**src/logic/camd_defines.vh**
```
// Purpose: Constants for the addressing-mode decoder.
// Assumes: Included by bare name from the decoder source.
// Notes:   Definitions only.
`ifndef CAMD_DEFINES_VH
`define CAMD_DEFINES_VH

// Base addressing modes, as given by the opcode before any prefix.
`define CAMD_M_INH   4'h0
`define CAMD_M_IMM   4'h1
`define CAMD_M_DIRS  4'h2
`define CAMD_M_DIRL  4'h3
`define CAMD_M_IDX0  4'h4
`define CAMD_M_IDXS  4'h5
`define CAMD_M_IDXL  4'h6
`define CAMD_M_REL   4'h7
`define CAMD_M_BITD  4'h8
`define CAMD_M_BITR  4'h9

// Instruction classes.
`define CAMD_C_LONG  3'h0
`define CAMD_C_BTA   3'h1
`define CAMD_C_SHORT 3'h2
`define CAMD_C_BTJ   3'h3
`define CAMD_C_JRC   3'h4
`define CAMD_C_CALR  3'h5

// Prefix byte values.
`define CAMD_PFX_Y   8'h90
`define CAMD_PFX_IND 8'h92
`define CAMD_PFX_YI  8'h91

// Jump condition codes.
`define CAMD_J_ALW   4'h0
`define CAMD_J_NEV   4'h1
`define CAMD_J_NEG   4'h2
`define CAMD_J_POS   4'h3
`define CAMD_J_ZER   4'h4
`define CAMD_J_NZR   4'h5
`define CAMD_J_CS    4'h6
`define CAMD_J_CC    4'h7
`define CAMD_J_HS    4'h8
`define CAMD_J_HC    4'h9
`define CAMD_J_MSK   4'hA
`define CAMD_J_UMSK  4'hB
`define CAMD_J_ULE   4'hC
`define CAMD_J_UGT   4'hD
`define CAMD_J_INTH  4'hE
`define CAMD_J_INTL  4'hF

// Reset values, and the high address byte of page zero.
`define CAMD_RST_ADDR 16'h0000
`define CAMD_RST_BYTE 8'h00
`define CAMD_PAGE0    8'h00

`endif

```
**src/logic/camd_addr_decoder.v**
```verilog
// Purpose: Operand fetch and effective-address unit of an 8-bit core.
// Assumes: Read data stands in the cycle in which mem_rd_r is high.
// Notes:   One instruction at a time; start is ignored while busy.
`include "camd_defines.vh"

module camd_addr_decoder (
  input  wire        core_clk,
  input  wire        rst,
  input  wire        start,
  input  wire [3:0]  mode,
  input  wire [2:0]  op_class,
  input  wire        pfx_present,
  input  wire [7:0]  pfx,
  input  wire [3:0]  cond,
  input  wire [2:0]  bit_sel,
  input  wire        bit_jump_if_set,
  input  wire [15:0] pc_in,
  input  wire [7:0]  x_in,
  input  wire [7:0]  y_in,
  input  wire [7:0]  acc_in,
  input  wire        flag_n,
  input  wire        flag_z,
  input  wire        flag_c,
  input  wire        flag_h,
  input  wire        flag_i1,
  input  wire        flag_i0,
  input  wire        int_pin,
  input  wire [7:0]  mem_rdata,
  output reg         mem_rd_r,
  output reg  [15:0] mem_addr_r,
  output reg         busy_r,
  output reg         done_r,
  output reg         form_err_r,
  output reg  [15:0] ea_r,
  output reg  [1:0]  extra_bytes_r,
  output reg  [15:0] next_pc_r,
  output reg         taken_r,
  output reg         use_y_r,
  output reg         indirect_r,
  output reg         nz_wr_r,
  output reg         n_out_r,
  output reg         z_out_r,
  output reg         carry_wr_r,
  output reg         carry_out_r
);

  localparam [2:0] S_IDLE = 3'h0;
  localparam [2:0] S_B1   = 3'h1;
  localparam [2:0] S_B2   = 3'h2;
  localparam [2:0] S_P1   = 3'h3;
  localparam [2:0] S_P2   = 3'h4;
  localparam [2:0] S_EA   = 3'h5;
  localparam [2:0] S_OPND = 3'h6;

  reg  [2:0]  state_r;
  reg  [3:0]  mode_r;
  reg  [2:0]  cls_r;
  reg  [3:0]  cond_r;
  reg  [2:0]  bsel_r;
  reg         bset_r;
  reg         word_r;
  reg  [15:0] pc_r;
  reg  [7:0]  idx_r;
  reg  [7:0]  acc_r;
  reg  [7:0]  b1_r;
  reg  [7:0]  b2_r;
  reg  [15:0] ptr_r;

  reg         d_ind;
  reg         d_usey;
  reg         d_err;
  reg  [1:0]  d_xb;
  reg  [15:0] base_nxt;
  reg  [15:0] ea_nxt;
  reg  [7:0]  off_nxt;
  reg  [7:0]  opnd_and;

  wire m_long = (mode == `CAMD_M_DIRL) || (mode == `CAMD_M_IDXL);
  wire m_idx  = (mode == `CAMD_M_IDXS) || (mode == `CAMD_M_IDXL);
  wire c_jump = (op_class == `CAMD_C_JRC) || (op_class == `CAMD_C_CALR);
  wire c_shrt = (op_class == `CAMD_C_SHORT) || (op_class == `CAMD_C_BTJ);

  wire r_long = (mode_r == `CAMD_M_DIRL) || (mode_r == `CAMD_M_IDXL);
  wire r_idx  = (mode_r == `CAMD_M_IDX0) || (mode_r == `CAMD_M_IDXS) ||
                (mode_r == `CAMD_M_IDXL);
  wire r_btj  = (mode_r == `CAMD_M_BITR);
  wire r_rel  = (mode_r == `CAMD_M_REL);
  wire r_rd   = (cls_r == `CAMD_C_BTA) || (cls_r == `CAMD_C_BTJ);

  wire [15:0] pc_after = pc_r + 16'h0001 + {14'h0000, extra_bytes_r};

  function cond_ok;
    input [3:0] c;
    begin
      case (c)
        `CAMD_J_ALW:  cond_ok = 1'b1;
        `CAMD_J_NEV:  cond_ok = 1'b0;
        `CAMD_J_NEG:  cond_ok = flag_n;
        `CAMD_J_POS:  cond_ok = ~flag_n;
        `CAMD_J_ZER:  cond_ok = flag_z;
        `CAMD_J_NZR:  cond_ok = ~flag_z;
        `CAMD_J_CS:   cond_ok = flag_c;
        `CAMD_J_CC:   cond_ok = ~flag_c;
        `CAMD_J_HS:   cond_ok = flag_h;
        `CAMD_J_HC:   cond_ok = ~flag_h;
        `CAMD_J_MSK:  cond_ok = flag_i1 & flag_i0;
        `CAMD_J_UMSK: cond_ok = ~(flag_i1 & flag_i0);
        `CAMD_J_ULE:  cond_ok = flag_c | flag_z;
        `CAMD_J_UGT:  cond_ok = ~(flag_c | flag_z);
        `CAMD_J_INTH: cond_ok = int_pin;
        `CAMD_J_INTL: cond_ok = ~int_pin;
        default:      cond_ok = 1'b0;
      endcase
    end
  endfunction

  // Prefix, class and mode checks, and byte count after the opcode.
  always @* begin
    d_ind  = 1'b0;
    d_usey = 1'b0;
    d_err  = 1'b0;
    if (pfx_present) begin
      case (pfx)
        `CAMD_PFX_Y: begin
          d_usey = 1'b1;
          if (mode > `CAMD_M_IDXL)
            d_err = 1'b1;
        end
        `CAMD_PFX_IND: begin
          d_ind = 1'b1;
          if ((mode == `CAMD_M_INH) || (mode == `CAMD_M_IMM) ||
              (mode == `CAMD_M_IDX0))
            d_err = 1'b1;
        end
        `CAMD_PFX_YI: begin
          d_ind  = 1'b1;
          d_usey = 1'b1;
          if (!m_idx)
            d_err = 1'b1;
        end
        default: d_err = 1'b1;
      endcase
    end
    if (m_long && c_shrt)
      d_err = 1'b1;
    if ((mode == `CAMD_M_IMM) && c_shrt)
      d_err = 1'b1;
    if ((mode == `CAMD_M_REL) != c_jump)
      d_err = 1'b1;
    if ((mode == `CAMD_M_BITR) != (op_class == `CAMD_C_BTJ))
      d_err = 1'b1;
    if ((mode == `CAMD_M_BITD) && (op_class != `CAMD_C_SHORT))
      d_err = 1'b1;
    if (mode > `CAMD_M_BITR)
      d_err = 1'b1;
    case (mode)
      `CAMD_M_INH:  d_xb = 2'd0;
      `CAMD_M_IDX0: d_xb = 2'd0;
      `CAMD_M_DIRL: d_xb = d_ind ? 2'd1 : 2'd2;
      `CAMD_M_IDXL: d_xb = d_ind ? 2'd1 : 2'd2;
      `CAMD_M_BITR: d_xb = 2'd2;
      default:      d_xb = 2'd1;
    endcase
  end

  // Effective address from the collected bytes and pointer.
  always @* begin
    if (mode_r == `CAMD_M_IMM)
      base_nxt = pc_r + 16'h0001;
    else if (mode_r == `CAMD_M_IDX0)
      base_nxt = `CAMD_RST_ADDR;
    else if (indirect_r)
      base_nxt = ptr_r;
    else if (r_long)
      base_nxt = {b1_r, b2_r};
    else
      base_nxt = {`CAMD_PAGE0, b1_r};
    if (r_idx)
      ea_nxt = base_nxt + {8'h00, idx_r};
    else
      ea_nxt = base_nxt;
    if (r_btj)
      off_nxt = b2_r;
    else if (indirect_r)
      off_nxt = ptr_r[7:0];
    else
      off_nxt = b1_r;
    opnd_and = acc_r & mem_rdata;
  end

  always @(posedge core_clk or posedge rst) begin
    if (rst) begin
      state_r       <= S_IDLE;
      mode_r        <= `CAMD_M_INH;
      cls_r         <= `CAMD_C_LONG;
      cond_r        <= `CAMD_J_NEV;
      bsel_r        <= 3'h0;
      bset_r        <= 1'b0;
      word_r        <= 1'b0;
      pc_r          <= `CAMD_RST_ADDR;
      idx_r         <= `CAMD_RST_BYTE;
      acc_r         <= `CAMD_RST_BYTE;
      b1_r          <= `CAMD_RST_BYTE;
      b2_r          <= `CAMD_RST_BYTE;
      ptr_r         <= `CAMD_RST_ADDR;
      mem_rd_r      <= 1'b0;
      mem_addr_r    <= `CAMD_RST_ADDR;
      busy_r        <= 1'b0;
      done_r        <= 1'b0;
      form_err_r    <= 1'b0;
      ea_r          <= `CAMD_RST_ADDR;
      extra_bytes_r <= 2'd0;
      next_pc_r     <= `CAMD_RST_ADDR;
      taken_r       <= 1'b0;
      use_y_r       <= 1'b0;
      indirect_r    <= 1'b0;
      nz_wr_r       <= 1'b0;
      n_out_r       <= 1'b0;
      z_out_r       <= 1'b0;
      carry_wr_r    <= 1'b0;
      carry_out_r   <= 1'b0;
    end else begin
      mem_rd_r   <= 1'b0;
      done_r     <= 1'b0;
      nz_wr_r    <= 1'b0;
      carry_wr_r <= 1'b0;
      case (state_r)
        S_IDLE: begin
          if (start) begin
            mode_r        <= mode;
            cls_r         <= op_class;
            cond_r        <= cond;
            bsel_r        <= bit_sel;
            bset_r        <= bit_jump_if_set;
            pc_r          <= pc_in;
            acc_r         <= acc_in;
            idx_r         <= d_usey ? y_in : x_in;
            use_y_r       <= d_usey;
            indirect_r    <= d_ind;
            word_r        <= d_ind & m_long;
            extra_bytes_r <= d_xb;
            taken_r       <= 1'b0;
            form_err_r    <= d_err;
            if (d_err) begin
              done_r    <= 1'b1;
              next_pc_r <= pc_in + 16'h0001;
            end else if (d_xb != 2'd0) begin
              busy_r     <= 1'b1;
              mem_rd_r   <= 1'b1;
              mem_addr_r <= pc_in + 16'h0001;
              state_r    <= S_B1;
            end else begin
              busy_r  <= 1'b1;
              state_r <= S_EA;
            end
          end
        end
        S_B1: begin
          b1_r <= mem_rdata;
          if (extra_bytes_r == 2'd2) begin
            mem_rd_r   <= 1'b1;
            mem_addr_r <= pc_r + 16'h0002;
            state_r    <= S_B2;
          end else if (indirect_r) begin
            mem_rd_r   <= 1'b1;
            mem_addr_r <= {`CAMD_PAGE0, mem_rdata};
            state_r    <= S_P1;
          end else begin
            state_r <= S_EA;
          end
        end
        S_B2: begin
          b2_r <= mem_rdata;
          if (indirect_r) begin
            mem_rd_r   <= 1'b1;
            mem_addr_r <= {`CAMD_PAGE0, b1_r};
            state_r    <= S_P1;
          end else begin
            state_r <= S_EA;
          end
        end
        S_P1: begin
          if (word_r) begin
            ptr_r[15:8] <= mem_rdata;
            mem_rd_r    <= 1'b1;
            mem_addr_r  <= {`CAMD_PAGE0, b1_r} + 16'h0001;
            state_r     <= S_P2;
          end else begin
            ptr_r   <= {`CAMD_PAGE0, mem_rdata};
            state_r <= S_EA;
          end
        end
        S_P2: begin
          ptr_r[7:0] <= mem_rdata;
          state_r    <= S_EA;
        end
        S_EA: begin
          ea_r <= ea_nxt;
          if (r_rel) begin
            taken_r   <= cond_ok(cond_r) | (cls_r == `CAMD_C_CALR);
            if (cond_ok(cond_r) || (cls_r == `CAMD_C_CALR))
              next_pc_r <= pc_after + {{8{off_nxt[7]}}, off_nxt};
            else
              next_pc_r <= pc_after;
            busy_r    <= 1'b0;
            done_r    <= 1'b1;
            state_r   <= S_IDLE;
          end else if (r_rd) begin
            mem_rd_r   <= 1'b1;
            mem_addr_r <= ea_nxt;
            state_r    <= S_OPND;
          end else begin
            next_pc_r <= pc_after;
            busy_r    <= 1'b0;
            done_r    <= 1'b1;
            state_r   <= S_IDLE;
          end
        end
        S_OPND: begin
          if (cls_r == `CAMD_C_BTA) begin
            nz_wr_r   <= 1'b1;
            n_out_r   <= opnd_and[7];
            z_out_r   <= (opnd_and == 8'h00);
            next_pc_r <= pc_after;
          end else begin
            carry_wr_r  <= 1'b1;
            carry_out_r <= mem_rdata[bsel_r];
            taken_r     <= mem_rdata[bsel_r] == bset_r;
            if (mem_rdata[bsel_r] == bset_r)
              next_pc_r <= pc_after + {{8{off_nxt[7]}}, off_nxt};
            else
              next_pc_r <= pc_after;
          end
          busy_r  <= 1'b0;
          done_r  <= 1'b1;
          state_r <= S_IDLE;
        end
        default: begin
          busy_r  <= 1'b0;
          state_r <= S_IDLE;
        end
      endcase
    end
  end

endmodule // camd_addr_decoder

```
**config.mk**
```make
export PLATFORM = sky130hd
export DESIGN_NAME = camd_addr_decoder
export DESIGN_NICKNAME = d
export VERILOG_FILES = /design/src/logic/camd_addr_decoder.v
export VERILOG_INCLUDE_DIRS = /design/src /design/src/logic
export SDC_FILE = /design/constraint.sdc
export NUM_CORES = 1
export LEC_CHECK = 0
export ABC_CLOCK_PERIOD_IN_PS = 5110
export BUFFER_PORTS_ARGS = -buffer_cell sky130_fd_sc_hd__buf_4
export CORE_UTILIZATION = 55
export DETAILED_ROUTE_END_ITERATION = 12
export PLACE_DENSITY = 0.87
export SYNTH_ARGS = -nofsm -noshare
export SYNTH_HDL_FRONTEND = slang
export SYNTH_SLANG_ARGS = --single-unit
export TNS_END_PERCENT = 50
```
**constraint.sdc**
```tcl
create_clock -name core_clk -period 5.11 [get_ports core_clk]
set_input_delay 0.2555 -clock core_clk [delete_from_list [all_inputs] [get_ports core_clk]]
set_output_delay 0.2555 -clock core_clk [all_outputs]
set_load 0.005 [all_outputs]
```
After elaboration in Yosys (flattened, before gate mapping)
Cells that the tools add are included.

word-level totals
  input bits = 82
  word-level logic and storage cells = 241
  output and inout bits = 62
  register bits = 145

operators by class
  mux-type cells = 87
  order comparisons = 3
  reductions and logical operators = 36
  add/sub/neg operators = 7
  bitwise gates (word level) = 14
  equal/unequal tests = 64

operator list
  operator                                                               number
  16-bit 2-to-1 mux                                                      21
  16-bit one-hot mux with 5 select lines                                 1
  4-bit by 3-bit equality test with 1-bit output, second input constant  12
  16-bit one-hot mux with 3 select lines                                 1
  4-bit equality test, second input constant                             11
  1-bit 2-to-1 mux                                                       41
  8-bit 2-to-1 mux                                                       5
  16-bit by 1-bit adder with 16-bit output, second input constant        2
  8-bit equality test, second input constant                             3
  2-bit != test, second input constant                                   11
  3-bit 2-to-1 mux                                                       7
  3-bit equality test, second input constant                             6
  3-bit one-hot mux with 6 select lines                                  1
  16-bit adder                                                           1
  16-bit by 2-bit adder with 16-bit output                               1
  16-bit by 2-bit adder with 16-bit output, second input constant        1
  16-bit by 8-bit adder with 16-bit output                               1
  4-bit by 2-bit equality test with 1-bit output, second input constant  4
  1-bit one-hot mux with 16 select lines                                 1
  8-bit one-hot mux with 2 select lines                                  1
  3-bit by 2-bit equality test with 1-bit output, second input constant  5
  4-bit by 1-bit equality test with 1-bit output, second input constant  3
  1-bit one-hot mux with 3 select lines                                  4
  4-bit AND reduction                                                    3
  other kinds (30)                                                       64

Longest topological paths before layout
Gate-level depths: netlist of run 1.

  depth in word-level cells = 15
  mapped depth = 17
  depth with buffers taken out = 17

Worst setup path after synthesis of run 1
Ideal clock, no wire load.

  kind = register to register
  from = register indirect_r
  to = register next_pc_r[15]
  setup slack = 1.325 ns
  setup time = 0.127 ns
  data arrival time = 3.658 ns
  cell stages (with the launch flop) = 15
  period minus slack after synthesis = 3.785 ns
  cell sequence = dfrtp_1 > clkbuf_1 > clkbuf_1 > clkbuf_1 > a21oi_1 > o21ai_0 > ha_1 > a21oi_1 > o21a_1 > a2bb2oi_1 > o21ai_0 > o41ai_1 > xnor2_1 > mux2i_1 > o31ai_1

between the ends
  word-level cells in the longest chain between the ends = 6
  elaborated cells between the ends (all ways) = 8
  those cells by class = add/sub: 1; mux: 7

RTL lines
  what                                         line                                              source
  start, declared                              camd_addr_decoder.v:39                            output reg indirect_r,
  start signal, assigned                       camd_addr_decoder.v:239                           indirect_r <= d_ind;
  8-bit 2-to-1 mux (*)                         camd_addr_decoder.v:184                           else if (indirect_r)
  8-bit 2-to-1 mux (*)                         camd_addr_decoder.v:182                           if (r_btj)
  16-bit adder (*)                             camd_addr_decoder.v:302, camd_addr_decoder.v:330
  16-bit 2-to-1 mux, on equally long branches  camd_addr_decoder.v:329, camd_addr_decoder.v:301
  16-bit 2-to-1 mux, on equally long branches  camd_addr_decoder.v:320, camd_addr_decoder.v:299
  16-bit one-hot mux with 3 select lines (*)   camd_addr_decoder.v:227                           case (state_r)
  end signal, assigned                         camd_addr_decoder.v:302                           next_pc_r <= pc_after + {{8{off_nxt[7]}}, off_nxt};
  end signal, assigned                         camd_addr_decoder.v:304                           next_pc_r <= pc_after;
  end signal, assigned                         camd_addr_decoder.v:330                           next_pc_r <= pc_after + {{8{off_nxt[7]}}, off_nxt};
  end, declared                                camd_addr_decoder.v:36                            output reg [15:0] next_pc_r,

Mark *: on every way between the ends. The rest lies on a longest branch, timed or not.
A chain may end at the register's enable or synchronous reset.

Worst setup path after layout of run 1
  from = register pc_r[0]
  to = register next_pc_r[15]

between the ends
  word-level cells in the longest chain between the ends = 6
  elaborated cells between the ends (all ways) = 9
  those cells by class = add/sub: 3; mux: 6

RTL lines
  what                                          line                                              source
  start, declared                               camd_addr_decoder.v:62                            reg [15:0] pc_r;
  start signal, assigned                        camd_addr_decoder.v:200                           pc_r <= `CAMD_RST_ADDR;
  start signal, assigned                        camd_addr_decoder.v:235                           pc_r <= pc_in;
  16-bit by 1-bit adder with 16-bit output (*)  camd_addr_decoder.v:90                            wire [15:0] pc_after = pc_r + 16'h0001 + {14'h0000, extra_bytes_r};
  16-bit by 2-bit adder with 16-bit output (*)  camd_addr_decoder.v:90
  16-bit adder                                  camd_addr_decoder.v:302, camd_addr_decoder.v:330
  16-bit 2-to-1 mux, on equally long branches   camd_addr_decoder.v:329, camd_addr_decoder.v:301
  16-bit 2-to-1 mux, on equally long branches   camd_addr_decoder.v:320, camd_addr_decoder.v:299
  16-bit one-hot mux with 3 select lines (*)    camd_addr_decoder.v:227

Mark *: on every way between the ends. The rest lies on a longest branch, timed or not. The select of a mux whose other input is x is not followed.

==> results of run 1 <==
state kept, by name, indices dropped and copies added (netlist names), 2 cells and up:
signal,flops
pc_r,16
next_pc_r,16
acc_r,8
cond_r,4
ptr_r,16
bsel_r,3
state_r,3
idx_r,8
extra_bytes_r,2
mem_addr_r,16
b1_r,8
b2_r,8
ea_r,16
mode_r,4
cls_r,3
final cells by class:
type	instances	area (sq um)	area share
multi-input cells	937	5930	0.504
flip-flops and latches	145	3630	0.308
repair buffers	163	1240	0.105
clock buffers	17	425	0.0361
well taps	225	282	0.0239
clock inverters	15	168	0.0142
inverters	25	98.8	0.00839
cells by family after synthesis:
group / synth area share
compound gates: 0.200
flops: 0.366
simple gates: 0.219
fa+ha+maj: 0.0436
buf+inv: 0.0379
xor+xnor: 0.0662
mux: 0.0674
critical path: cells and delay by family (launching register included):
family	cells	cell delay, ns
compound gates	5	1.20
mux	1	0.21
simple gates	3	0.69
fa+ha+maj	4	1.28
flops	1	0.44
xor+xnor	2	0.28
per-stage QoR:
stage                     instances  power, mW
final                          1527       8.85
after global routing           1527       9.42
after CTS                      1527       8.75
after detailed placement       1489       7.42
after global placement         1489       7.24
after floorplan                1171       5.88
layout by cell type, fill, tap and decap left out, types with 6 or more instances in the layout:
| master | instances |
|---|---|
| buf_4 | 157 |
| clkbuf_16 | 17 |
| a221oi_1 | 8 |
| a22o_1 | 8 |
| o21ai_0 | 87 |
| a21oi_1 | 50 |
| mux2i_1 | 23 |
| dfrtp_1 | 144 |
| and3_1 | 7 |
| o21a_1 | 7 |
| a21o_1 | 13 |
| nand4b_1 | 6 |
| inv_1 | 23 |
| o211ai_1 | 6 |
| nor2b_1 | 14 |
| mux2_2 | 33 |
| nand2b_1 | 8 |
| o2bb2ai_1 | 8 |
| nand3_1 | 28 |
| xor2_1 | 29 |
| o22ai_1 | 9 |
| a31oi_1 | 15 |
| nor2_1 | 100 |
| dlygate4sd3_1 | 6 |
| a22oi_1 | 11 |
| nand2_1 | 227 |
| nor4_1 | 6 |
| and2_1 | 9 |
| nor3_1 | 15 |
| nand4_1 | 15 |
| ha_1 | 29 |
| a222oi_1 | 6 |
| xnor2_1 | 46 |
| a211oi_1 | 18 |
power by group through the flow:
stage	logic [mW]	registers, mW	clock network (mW)
after floorplan	3.84	2.04	0
after global placement	4.89	2.36	0
after detailed placement	5.03	2.38	0
after CTS	5.09	2.37	1.29
after global routing	5.63	2.46	1.33
final	5.18	2.40	1.27
final timing paths:
path / start / end / slack (ns) / depth (start not counted)
worst max-delay path: pc_r[0]$_DFFE_PP0P_ / next_pc_r[15]$_DFFE_PP0P_ / 0.87 / 15
max in group asynchronous: rst / pc_r[9]$_DFFE_PP0P_ / 3.95 / 3
worst min register to register: taken_r$_DFFE_PP0P_ / taken_r$_DFFE_PP0P_ / 0.48 / 1
worst min-delay path: rst / cls_r[2]$_DFFE_PP0P_ / 0.006 / 2
min in group core_clk: acc_in[3] / acc_r[3]$_DFFE_PP0P_ / 0.01 / 3
worst max register to register: pc_r[0]$_DFFE_PP0P_ / next_pc_r[15]$_DFFE_PP0P_ / 0.87 / 15
routing by layer:
metal | up-vias | part of all wire
met5 | - | 0
met4 | 0 | 0.034
met3 | 83 | 0.089
met2 | 508 | 0.48
met1 | 4594 | 0.40
li1 | 4439 | -
==> summary.txt, run 1 <==
Floorplan
  • # IOs: 144
  • CORE AREA: 0.0175 sq mm
  • Die Width: 136 um
  • Initial Utilization: 0.568
  • Row cnt: 48
  • Die span in y: between 100 and 150 um
  • Die area: 0.0186 sq mm

STA
  • Rel. slew slack: 0.323
  • Worst Slack Setup Final: between 0.8 and 0.9 ns
  • Setup-failing EPs final: 0
  • Final hold violations: 0
  • RSZ-0062 raised after global routing: false
  • Min Hold Slack: about 0.0063 ns
  • Worst-Margin Slew: 1.01 ns
  • Fmax: about 240 MHz
  • Setup TNS Final: 0 ns
  • Count of pins over their slew limit: 0
  • Clock Skews: 0.00789 ns
  • Tcrit/Tclk final: 0.829
  • Minimum clock period: 4.24 ns

Critical path
  • Critical Path Max Stage Delay: 0.51 ns
  • CP Capture Type: register
  • Crit-path cells: ha_1 -> ha_1 -> a21oi_1 -> nor2_1 -> maj3_1 -> nand2_1 -> xnor2_1 -> ha_1 -> or4_1 -> o22ai_1 -> o21ai_0 -> o41ai_1 -> xnor2_1 -> mux2i_1 -> o31ai_1
  • Type of origin of the critical path: register
  • WS Path Type: register to register
  • Worst EP required: 5.42 ns
  • Worst Path Max Fanout: 6
  • CP max stage cell: or4_1
  • Cell mode on critical path: ha_1
  • CP arrival: 4.55 ns

Global route
  • Layer with the highest usage: met2
  • GRT Residual Overflow: 0
  • Global-route wire length before repair: 47.7 mm
  • Largest net degree at the start of global routing: 99
  • Met1 usage: 0.438
  • Number of global-route vias before repair: 8963
  • Met2 Track Usage GR: 0.555
  • Initial antenna violation count: 0
  • GRT Overall Usage: 0.339
  • GRT met3 Usage: 0.0705

Synthesis
  • Post-Syn Instances: 1171
  • Largest area contributor in the netlist: dfrtp_1
  • Synthesized net count: 1285
  • Synthesized flop and latch total: 145
  • Predominant post-synthesis flop cell: dfrtp_1
  • Most frequent cells after synthesis: 228 x nand2_1, 144 x dfrtp_1, 100 x nor2_1, 87 x o21ai_0, 50 x a21oi_1
  • Post-synthesis average cell area: roughly 8.5 sq um
  • Mapped Area: 0.00992 sq mm
  • Top cell type's share of synthesized area: 0.363
  • Number of flops mapped to enable cells by yosys: 0
  • Synth area leaders: dfrtp_1 36%, nand2_1 8.6%, o21ai_0 4.4%
  • YS warnings: 0
  • Distinct cells, synth: 84
  • Fraction of registers with async set/reset: 1.00
  • Sequential-to-total area share from yosys stat: 0.366
  • Count leader, synth: nand2_1

Place
  • Dpl ws: 0.999 ns
  • GPL Wtd Cong: roughly 1
  • DP HPWL: 22.8 mm
  • PortBufs: between 100 and 150
  • Placed inst area: 0.0111 sq mm

Pwr
  • Peak supply drop: between 0.3 and 0.4 mV
  • Pwr Density: 752 mW/mm^2
  • Logic pwr share: 0.585
  • Reg power frac: 0.271
  • Switch Pwr: 4.21 mW
  • Power Internal: 4.64 mW
  • Clock share of power: 0.144
  • Pleak: 5.27 nW
  • Sw Share: 0.475

Cells and area
  • Design area: 0.0118 sq mm
  • P&R area growth vs syn: 18.6%
  • Fin nets: 1403
  • Layout cells sized above 1: 0.189
  • Fillcell total: 1412
  • ANT cells: 0
  • Core Util, Final: 0.674

Drt
  • DRT Wirelength: roughly 31 mm
  • Drt wl/cell: 20.2 um
  • Vias/cell: 6.30
  • ANT nets after route: 0
  • Post-route DRC: 0
  • 1st-iter DRT viols: 1129
  • Vias: slightly below 10000
  • First-pass detailed-route iteration total: 8

Clock network
  • Setup bufs post-CTS: 0
  • CTS max path bufs: 2
  • Cts repair resizes: 0
  • CTS Buf Count: 17
  • Clk sinks: approximately 150
  • Clock Pin Slew Worst Setup and Hold Paths: 0.07 ns
  • TritonCTS clock tree: done
  • Clock root buffer: clkbuf_16
  • H-tree depth: 4
  • CTS Hold Buffers Added: 6
  • Clk_lat worst skew: ~0.44 ns

Run status
  • Outcome: completed

Worst hold path
  • HP Class: primary input to asynchronous set/reset pin

Job
  • Max-Cap Viols: 0
No activity file was read; power rests on OpenSTA's default activity.
==> run 2, diff against run 1 <==
--- a/config.mk
+++ b/config.mk
@@ -6,7 +6,7 @@
 export SDC_FILE = /design/constraint.sdc
 export NUM_CORES = 1
 export LEC_CHECK = 0
-export ABC_CLOCK_PERIOD_IN_PS = 5110
+export ABC_CLOCK_PERIOD_IN_PS = 4150
 export BUFFER_PORTS_ARGS = -buffer_cell sky130_fd_sc_hd__buf_4
 export CORE_UTILIZATION = 55
 export DETAILED_ROUTE_END_ITERATION = 12
==> constraint.sdc (replaced) <==
create_clock -name core_clk -period 4.15 [get_ports core_clk]
set_input_delay 0.2075 -clock core_clk [delete_from_list [all_inputs] [get_ports core_clk]]
set_output_delay 0.2075 -clock core_clk [all_outputs]
set_load 0.005 [all_outputs]
==> run 2 against run 1 <==
Design area up 3.3%. Via count up 1.0%. Critical path type unchanged. Die area unchanged. Cell count up 2.1%. Worst hold slack worse by 0.013 ns. Critical path depth up 1. Combinational power up 31%. The run now ends with hold timing left. Non-clock buffer count up 30. Sequential share of layout area down 0.96 points. Register-to-register slack worse by 0.62 ns. Largest cell class unchanged. Clock-buffer cell count up 3. Flip-flop and latch count unchanged.
==> summary.txt, run 2 (synthesized netlist as in run 1, its figures left out) <==
Clock network
  • Clock Pin Slew Worst Setup and Hold Paths: 0.07 ns (about the same)
  • Clock root buffer: clkbuf_16
  • H-tree depth: 4 (unchanged)
  • Clk_lat worst skew: 0.44 ns (about the same)
  • Clk sinks: 145 (unchanged)
  • CTS Buf Count: 17 (unchanged)
  • TritonCTS clock tree: done
  • CTS max path bufs: 2 (unchanged)

STA
  • Tcrit/Tclk final: 0.939 (+0.110)
  • Clock Skews: 0.0110 ns (+0.00307 ns)
  • Worst-Margin Slew: 1.25 ns (+0.241 ns)
  • Fmax: 256 MHz (+8.7%)
  • Rel. slew slack: 0.162 (-0.160)
  • Final hold violations: 1 (+1)
  • Min Hold Slack: -0.00696 ns (-0.0133 ns)
  • Minimum clock period: 3.90 ns (-0.338 ns)
  • Setup-failing EPs final: 0 (unchanged)
  • Count of pins over their slew limit: 0 (unchanged)

Critical path
  • Worst reg-to-reg setup slack: 0.25 ns (-0.62 ns)
  • Crit-path cells: ha_1 -> ha_1 -> a21oi_1 -> nor2_1 -> maj3_1 -> nand2_1 -> xnor2_1 -> ha_1 -> or4_1 -> o22ai_1 -> buf_4 -> o21bai_1 -> a21oi_1 -> xnor2_1 -> a222oi_1 -> a21oi_1
  • CP Capture Type: register
  • Type of origin of the critical path: register
  • Critical Path Max Stage Delay: 0.51 ns (about the same)
  • Worst-case reg-to-reg path depth: 16 (+1)
  • Buf/Inv on CP: 1 (+1)
  • CP max stage cell: or4_1
  • CP arrival: 4.20 ns (-0.35 ns)
  • Worst EP required: 4.45 ns (-0.97 ns)
  • Worst setup path startpoint: pc_r[0]$_DFFE_PP0P_
  • WS Path Type: register to register
  • Reg2reg start: pc_r[0]$_DFFE_PP0P_
  • Cell family with most CP delay: adder cells
  • RR Endpoint: next_pc_r[9]$_DFFE_PP0P_
  • Worst Path Max Fanout: 6 (unchanged)

Drt
  • Vias/cell: 6.24 (-1.1%)
  • 1st-iter DRT viols: 1178 (+4.3%)
  • Vias: 9721 (+1.0%)
  • First-pass detailed-route iteration total: 6 (-2)
  • Drt wl/cell: 20.4 um (+0.78%)
  • ANT nets after route: 0 (unchanged)
  • DRT Wirelength: 31.8 mm (+2.9%)
  • Post-route DRC: 0 (unchanged)

Global route
  • Number of global-route vias before repair: 9094 (+1.5%)
  • Global-route wire length before repair: 48.8 mm (+2.2%)
  • GRT Overall Usage: 0.349 (+0.0100)
  • GRT Residual Overflow: 0 (unchanged)
  • Initial antenna violation count: 2 (+2)
  • Largest net degree at the start of global routing: 110 (+11%)

Cells and area
  • Layout cells sized above 1: 0.206 (+0.0168)
  • P&R area growth vs syn: 22.5%
  • Commonest non-fill, non-tap cell in the layout: nand2_1
  • Commonest cells after routing, fill and taps aside: 227 x nand2_1, 172 x buf_4, 143 x dfrtp_1
  • Fin nets: 1433 (+2.1%)
  • Design area: 0.0122 sq mm (+3.3%)
  • Fillcell total: 1386 (-1.8%)

Place
  • Placed inst area: 0.0112 sq mm (+0.99%)
  • GPL Wtd Cong: 1.02 (+0.49%)
  • DP HPWL: 23.4 mm (+2.6%)
  • PortBufs: 143 (unchanged)

Worst hold path
  • HP Class: primary input to asynchronous set/reset pin

Floorplan
  • Die span in y: 136 um (unchanged)
  • Row cnt: 48 (unchanged)
  • Initial Utilization: 0.568 (unchanged)
  • CORE AREA: 0.0175 sq mm (unchanged)
  • # IOs: 144 (unchanged)
  • Die Width: 136 um (unchanged)
  • Die area: 0.0186 sq mm (unchanged)

Pwr
  • Pleak: 5.45 nW (+3.4%)
  • Total power: 11.3 mW (+27%)
  • Peak supply drop: 0.484 mV (+26%)
  • Pwr Density: 927 mW/mm^2 (+23%)

Run status
  • Failing checks: hold timing
  • Outcome: finished with violations

Job
  • Max-Cap Viols: 0 (unchanged)
[run 2: cell count changes in the layout (fill, tap and decap cells not counted), sizes merged]
cell,previous run,this run
diode,0,2
buf,157,173
dlygate4sd3,6,20
clkinv,5,3
bufinv,1,3
clkbuf,17,20
inv,33,30
[run 2: report_power, final]
group | switching (mW) | leakage (nW) | internal [mW]
logic | 3.83 | 3.38 | 2.95
clock network | 0.663 | 0.304 | 0.993
registers | 0.731 | 1.77 | 2.10
[run 2: worst reg2reg max path, delay by kind of cell (launching register included)]
family          cells  cell delay (ns)
compound gates      6             1.04
fa+ha+maj           4             1.27
simple gates        3             0.68
buf+inv             1             0.17
flops               1             0.44
xor+xnor            2             0.17
[run 2: layer usage]
layer  part of all wire  track usage  wire [um]
met5                  0            0          0
met4              0.053        0.193       1700
met3              0.082       0.0705       2600
met2               0.47        0.555      14900
met1               0.40        0.444      12600
[run 2: final cells by class]
class                      count  area, sq um  share of cell area
antenna                        2         5.00            0.000412
timing repair buffer         193         1510               0.124
clock inverter                12          170              0.0140
clock buffer                  20          457              0.0376
multi-input combinational    937         6000               0.494
tap                          225          282              0.0232
inverter                      25         98.8             0.00813
sequential                   145         3630               0.299
[run 2: metrics by stage]
stage / hold slack [ns] / utilization / std cells / setup WS (ns) / setup TNS [ns]
finish: -0.00696 / 0.696 / 1559 / 0.251 / 0
global route: 0.0142 / 0.695 / 1557 / -0.0572 / -0.0864
CTS: 0.00147 / 0.690 / 1554 / 0.142 / 0
detailed placement: 0.404 / 0.643 / 1502 / 0.191 / 0
global placement: 0.398 / 0.643 / 1502 / 0.287 / 0
floorplan: 0.291 / - / 1171 / 0.0495 / 0
[run 2: worst max-delay path by stage]
| stage | to | cells after the start | slack (ns) |
|---|---|---|---|
| floorplan | acc_r[0]$_DFFE_PP0P_ | 1 | 0.05 |
| global placement | next_pc_r[15]$_DFFE_PP0P_ | 15 | 0.29 |
| detailed placement | mem_addr_r[8]$_DFFE_PP0P_ | 15 | 0.19 |
| CTS | mem_addr_r[14]$_DFFE_PP0P_ | 14 | 0.14 |
| global route | next_pc_r[15]$_DFFE_PP0P_ | 16 | -0.06 |
| finish | next_pc_r[9]$_DFFE_PP0P_ | 16 | 0.25 |
[run 2: what timing repair did]
action,in CTS,in global routing
setup endpoints to repair,0,17
gates resized for setup,0,15
hold buffers,20,0
setup buffers,0,3
endpoints found under the hold margin,20,0
==> run 3, diff against run 2 <==
--- a/config.mk
+++ b/config.mk
@@ -8,9 +8,9 @@
 export LEC_CHECK = 0
 export ABC_CLOCK_PERIOD_IN_PS = 4150
 export BUFFER_PORTS_ARGS = -buffer_cell sky130_fd_sc_hd__buf_4
-export CORE_UTILIZATION = 55
+export CORE_UTILIZATION = 36
 export DETAILED_ROUTE_END_ITERATION = 12
-export PLACE_DENSITY = 0.87
+export PLACE_DENSITY = 0.64
 export SYNTH_ARGS = -nofsm -noshare
 export SYNTH_HDL_FRONTEND = slang
 export SYNTH_SLANG_ARGS = --single-unit
==> run 3 against run 2 <==
The run still ends with hold timing left. Worst setup slack better by 0.060 ns. Core utilization fell by 24 points. Wire length rose by 2.8%. Sequential share of layout area fell by 0.46 points. Clock skew up 0.0024 ns. Critical path type unchanged.
==> summary.txt, run 3 (synthesized netlist as in run 1, its figures left out) <==
Critical path
  • Worst setup path startpoint: mode_r[3]$_DFFE_PP0P_
  • Type of origin of the critical path: register
  • CP Capture Type: register
  • Worst EP required: 4.52 ns (+0.07 ns)
  • CP arrival: 4.21 ns (about the same)
  • Worst Path Max Fanout: 6 (unchanged)
  • Reg2reg start: mode_r[3]$_DFFE_PP0P_
  • WS Path Type: register to register

Clock network
  • H-tree depth: 4 (unchanged)
  • TritonCTS clock tree: done
  • Clk_lat worst skew: 0.44 ns (about the same)
  • Setup bufs post-CTS: 0 (unchanged)
  • Clk sinks: 145 (unchanged)
  • Clock root buffer: clkbuf_16
  • CTS Buf Count: 17 (unchanged)
  • Clock Pin Slew Worst Setup and Hold Paths: 0.06 ns (about the same)
  • CTS max path bufs: 2 (unchanged)

STA
  • RSZ-0062 raised after global routing: false
  • Clock Skews: 0.0134 ns (+0.00240 ns)
  • Rel. slew slack: 0.293 (+0.131)
  • Worst-Margin Slew: 1.06 ns (-0.194 ns)
  • Final hold violations: 30 (+29)
  • Setup TNS Final: 0 ns (unchanged)
  • Min Hold Slack: -0.0570 ns (-0.0501 ns)
  • Tcrit/Tclk final: 0.925 (-0.0144)
  • Worst Slack Setup Final: 0.311 ns (+0.0599 ns)
  • Count of pins over their slew limit: 0 (unchanged)
  • Minimum clock period: 3.84 ns (-0.0599 ns)
  • Setup-failing EPs final: 0 (unchanged)
  • Fmax: 260 MHz (+1.6%)

Pwr
  • Pwr Density: 907 mW/mm^2 (-2.2%)
  • Total power: 11.2 mW (-0.66%)
  • Pleak: 5.47 nW (+0.42%)
  • Peak supply drop: 0.335 mV (-31%)

Drt
  • ANT nets after route: 0 (unchanged)
  • Vias: 9441 (-2.9%)
  • Vias/cell: 5.62 (-9.8%)
  • First-pass detailed-route iteration total: 6 (unchanged)
  • Post-route DRC: 0 (unchanged)
  • 1st-iter DRT viols: 752 (-36%)
  • DRT Wirelength: 32.7 mm (+2.8%)
  • Drt wl/cell: 19.5 um (-4.6%)

Cells and area
  • Non-Filler Instances: 1679 (+7.7%)
  • Fin nets: 1439 (+0.42%)
  • Commonest non-fill, non-tap cell in the layout: nand2_1
  • ANT cells: 0 (-2)
  • Core Util, Final: 0.457 (-0.239)
  • P&R area growth vs syn: 24.4%
  • Layout cells sized above 1: 0.203 (-0.00242)
  • Design area: 0.0123 sq mm (+1.6%)
  • Commonest cells after routing, fill and taps aside: 227 x nand2_1, 174 x buf_4, 143 x dfrtp_1

Floorplan
  • Die area: 0.0282 sq mm (+52%)
  • Initial Utilization: 0.367 (-0.201)
  • CORE AREA: 0.0270 sq mm (+55%)
  • Die span in y: 168 um (+23%)
  • # IOs: 144 (unchanged)
  • Row cnt: 60 (+25%)
  • Die Width: 168 um (+23%)

Run status
  • Outcome: finished with violations
  • Failing checks: hold timing

Worst hold path
  • HP Class: primary input to asynchronous set/reset pin

Global route
  • GRT Overall Usage: 0.237 (-0.113)
  • Global-route wire length before repair: 51.5 mm (+5.5%)
  • Largest net degree at the start of global routing: 93 (-15%)
  • Initial antenna violation count: 0 (-2)
  • GRT Residual Overflow: 0 (unchanged)
  • Number of global-route vias before repair: 9075 (-0.21%)

Place
  • GPL Wtd Cong: 0.955 (-6.6%)
  • PortBufs: 143 (unchanged)
  • Placed inst area: 0.0114 sq mm (+1.8%)
  • DP HPWL: 24.9 mm (+6.5%)
  • Dpl cells: 1624 (+8.1%)
  • Dpl ws: 0.143 ns (-0.0485 ns)

Job
  • Max-Cap Viols: 0 (unchanged)
## run 3: power breakdown
| part | switching [mW] | internal [mW] |
|---|---|---|
| clock network | 0.697 | 0.984 |
| registers | 0.707 | 2.10 |
| logic | 3.76 | 2.95 |
| total | 5.16 | 6.04 |
## run 3: path summary, 6_finish.rpt
path	cells past startpoint	endpoint	slack [ns]
min reg2reg	2	ea_r[10]$_DFFE_PP0P_	0.48
max reg2reg	15	mem_addr_r[13]$_DFFE_PP0P_	0.31
min in group core_clk	3	pc_r[10]$_DFFE_PP0P_	0.01
min	2	cond_r[1]$_DFFE_PP0P_	-0.06
max	15	mem_addr_r[13]$_DFFE_PP0P_	0.31
max in group asynchronous	3	ea_r[2]$_DFFE_PP0P_	3.24
## run 3: timing repair
action,in CTS,in global routing
hold buffers,23,0
endpoints found under the hold margin,23,0
endpoints found under the setup margin,0,7
resized for setup,0,10
## run 3: layer usage
metal	GRT usage	routed length [um]	vias up
li1	-	-	4519
met1	0.312	14300	4553
met2	0.395	15800	313
met3	0.0315	1640	56
met4	0.0890	990	0
met5	0	0	-
## run 3: layout make-up
class / count / area (sq um)
multi-input combinational: 937 / 5980
fill: 2623 / 14700
timing repair buffer: 199 / 1580
inverter: 25 / 98.8
clock buffer: 18 / 439
clock inverter: 14 / 195
sequential: 145 / 3630
tap: 341 / 427
## run 3: worst max-delay path, stage by stage (launching register included)
cell and delay, ns:
dfrtp_1 0.43, nor2b_1 0.27, nand2_1 0.14, buf_4 0.19, mux2i_1 0.11, o21ai_0 0.27, a22o_1 0.32, ha_1 0.29
a211oi_1 0.30, o21ai_0 0.20, a21o_1 0.21, a31oi_1 0.27, nand4b_1 0.21, and2b_2 0.24, o21ai_2 0.18, o22a_2 0.16
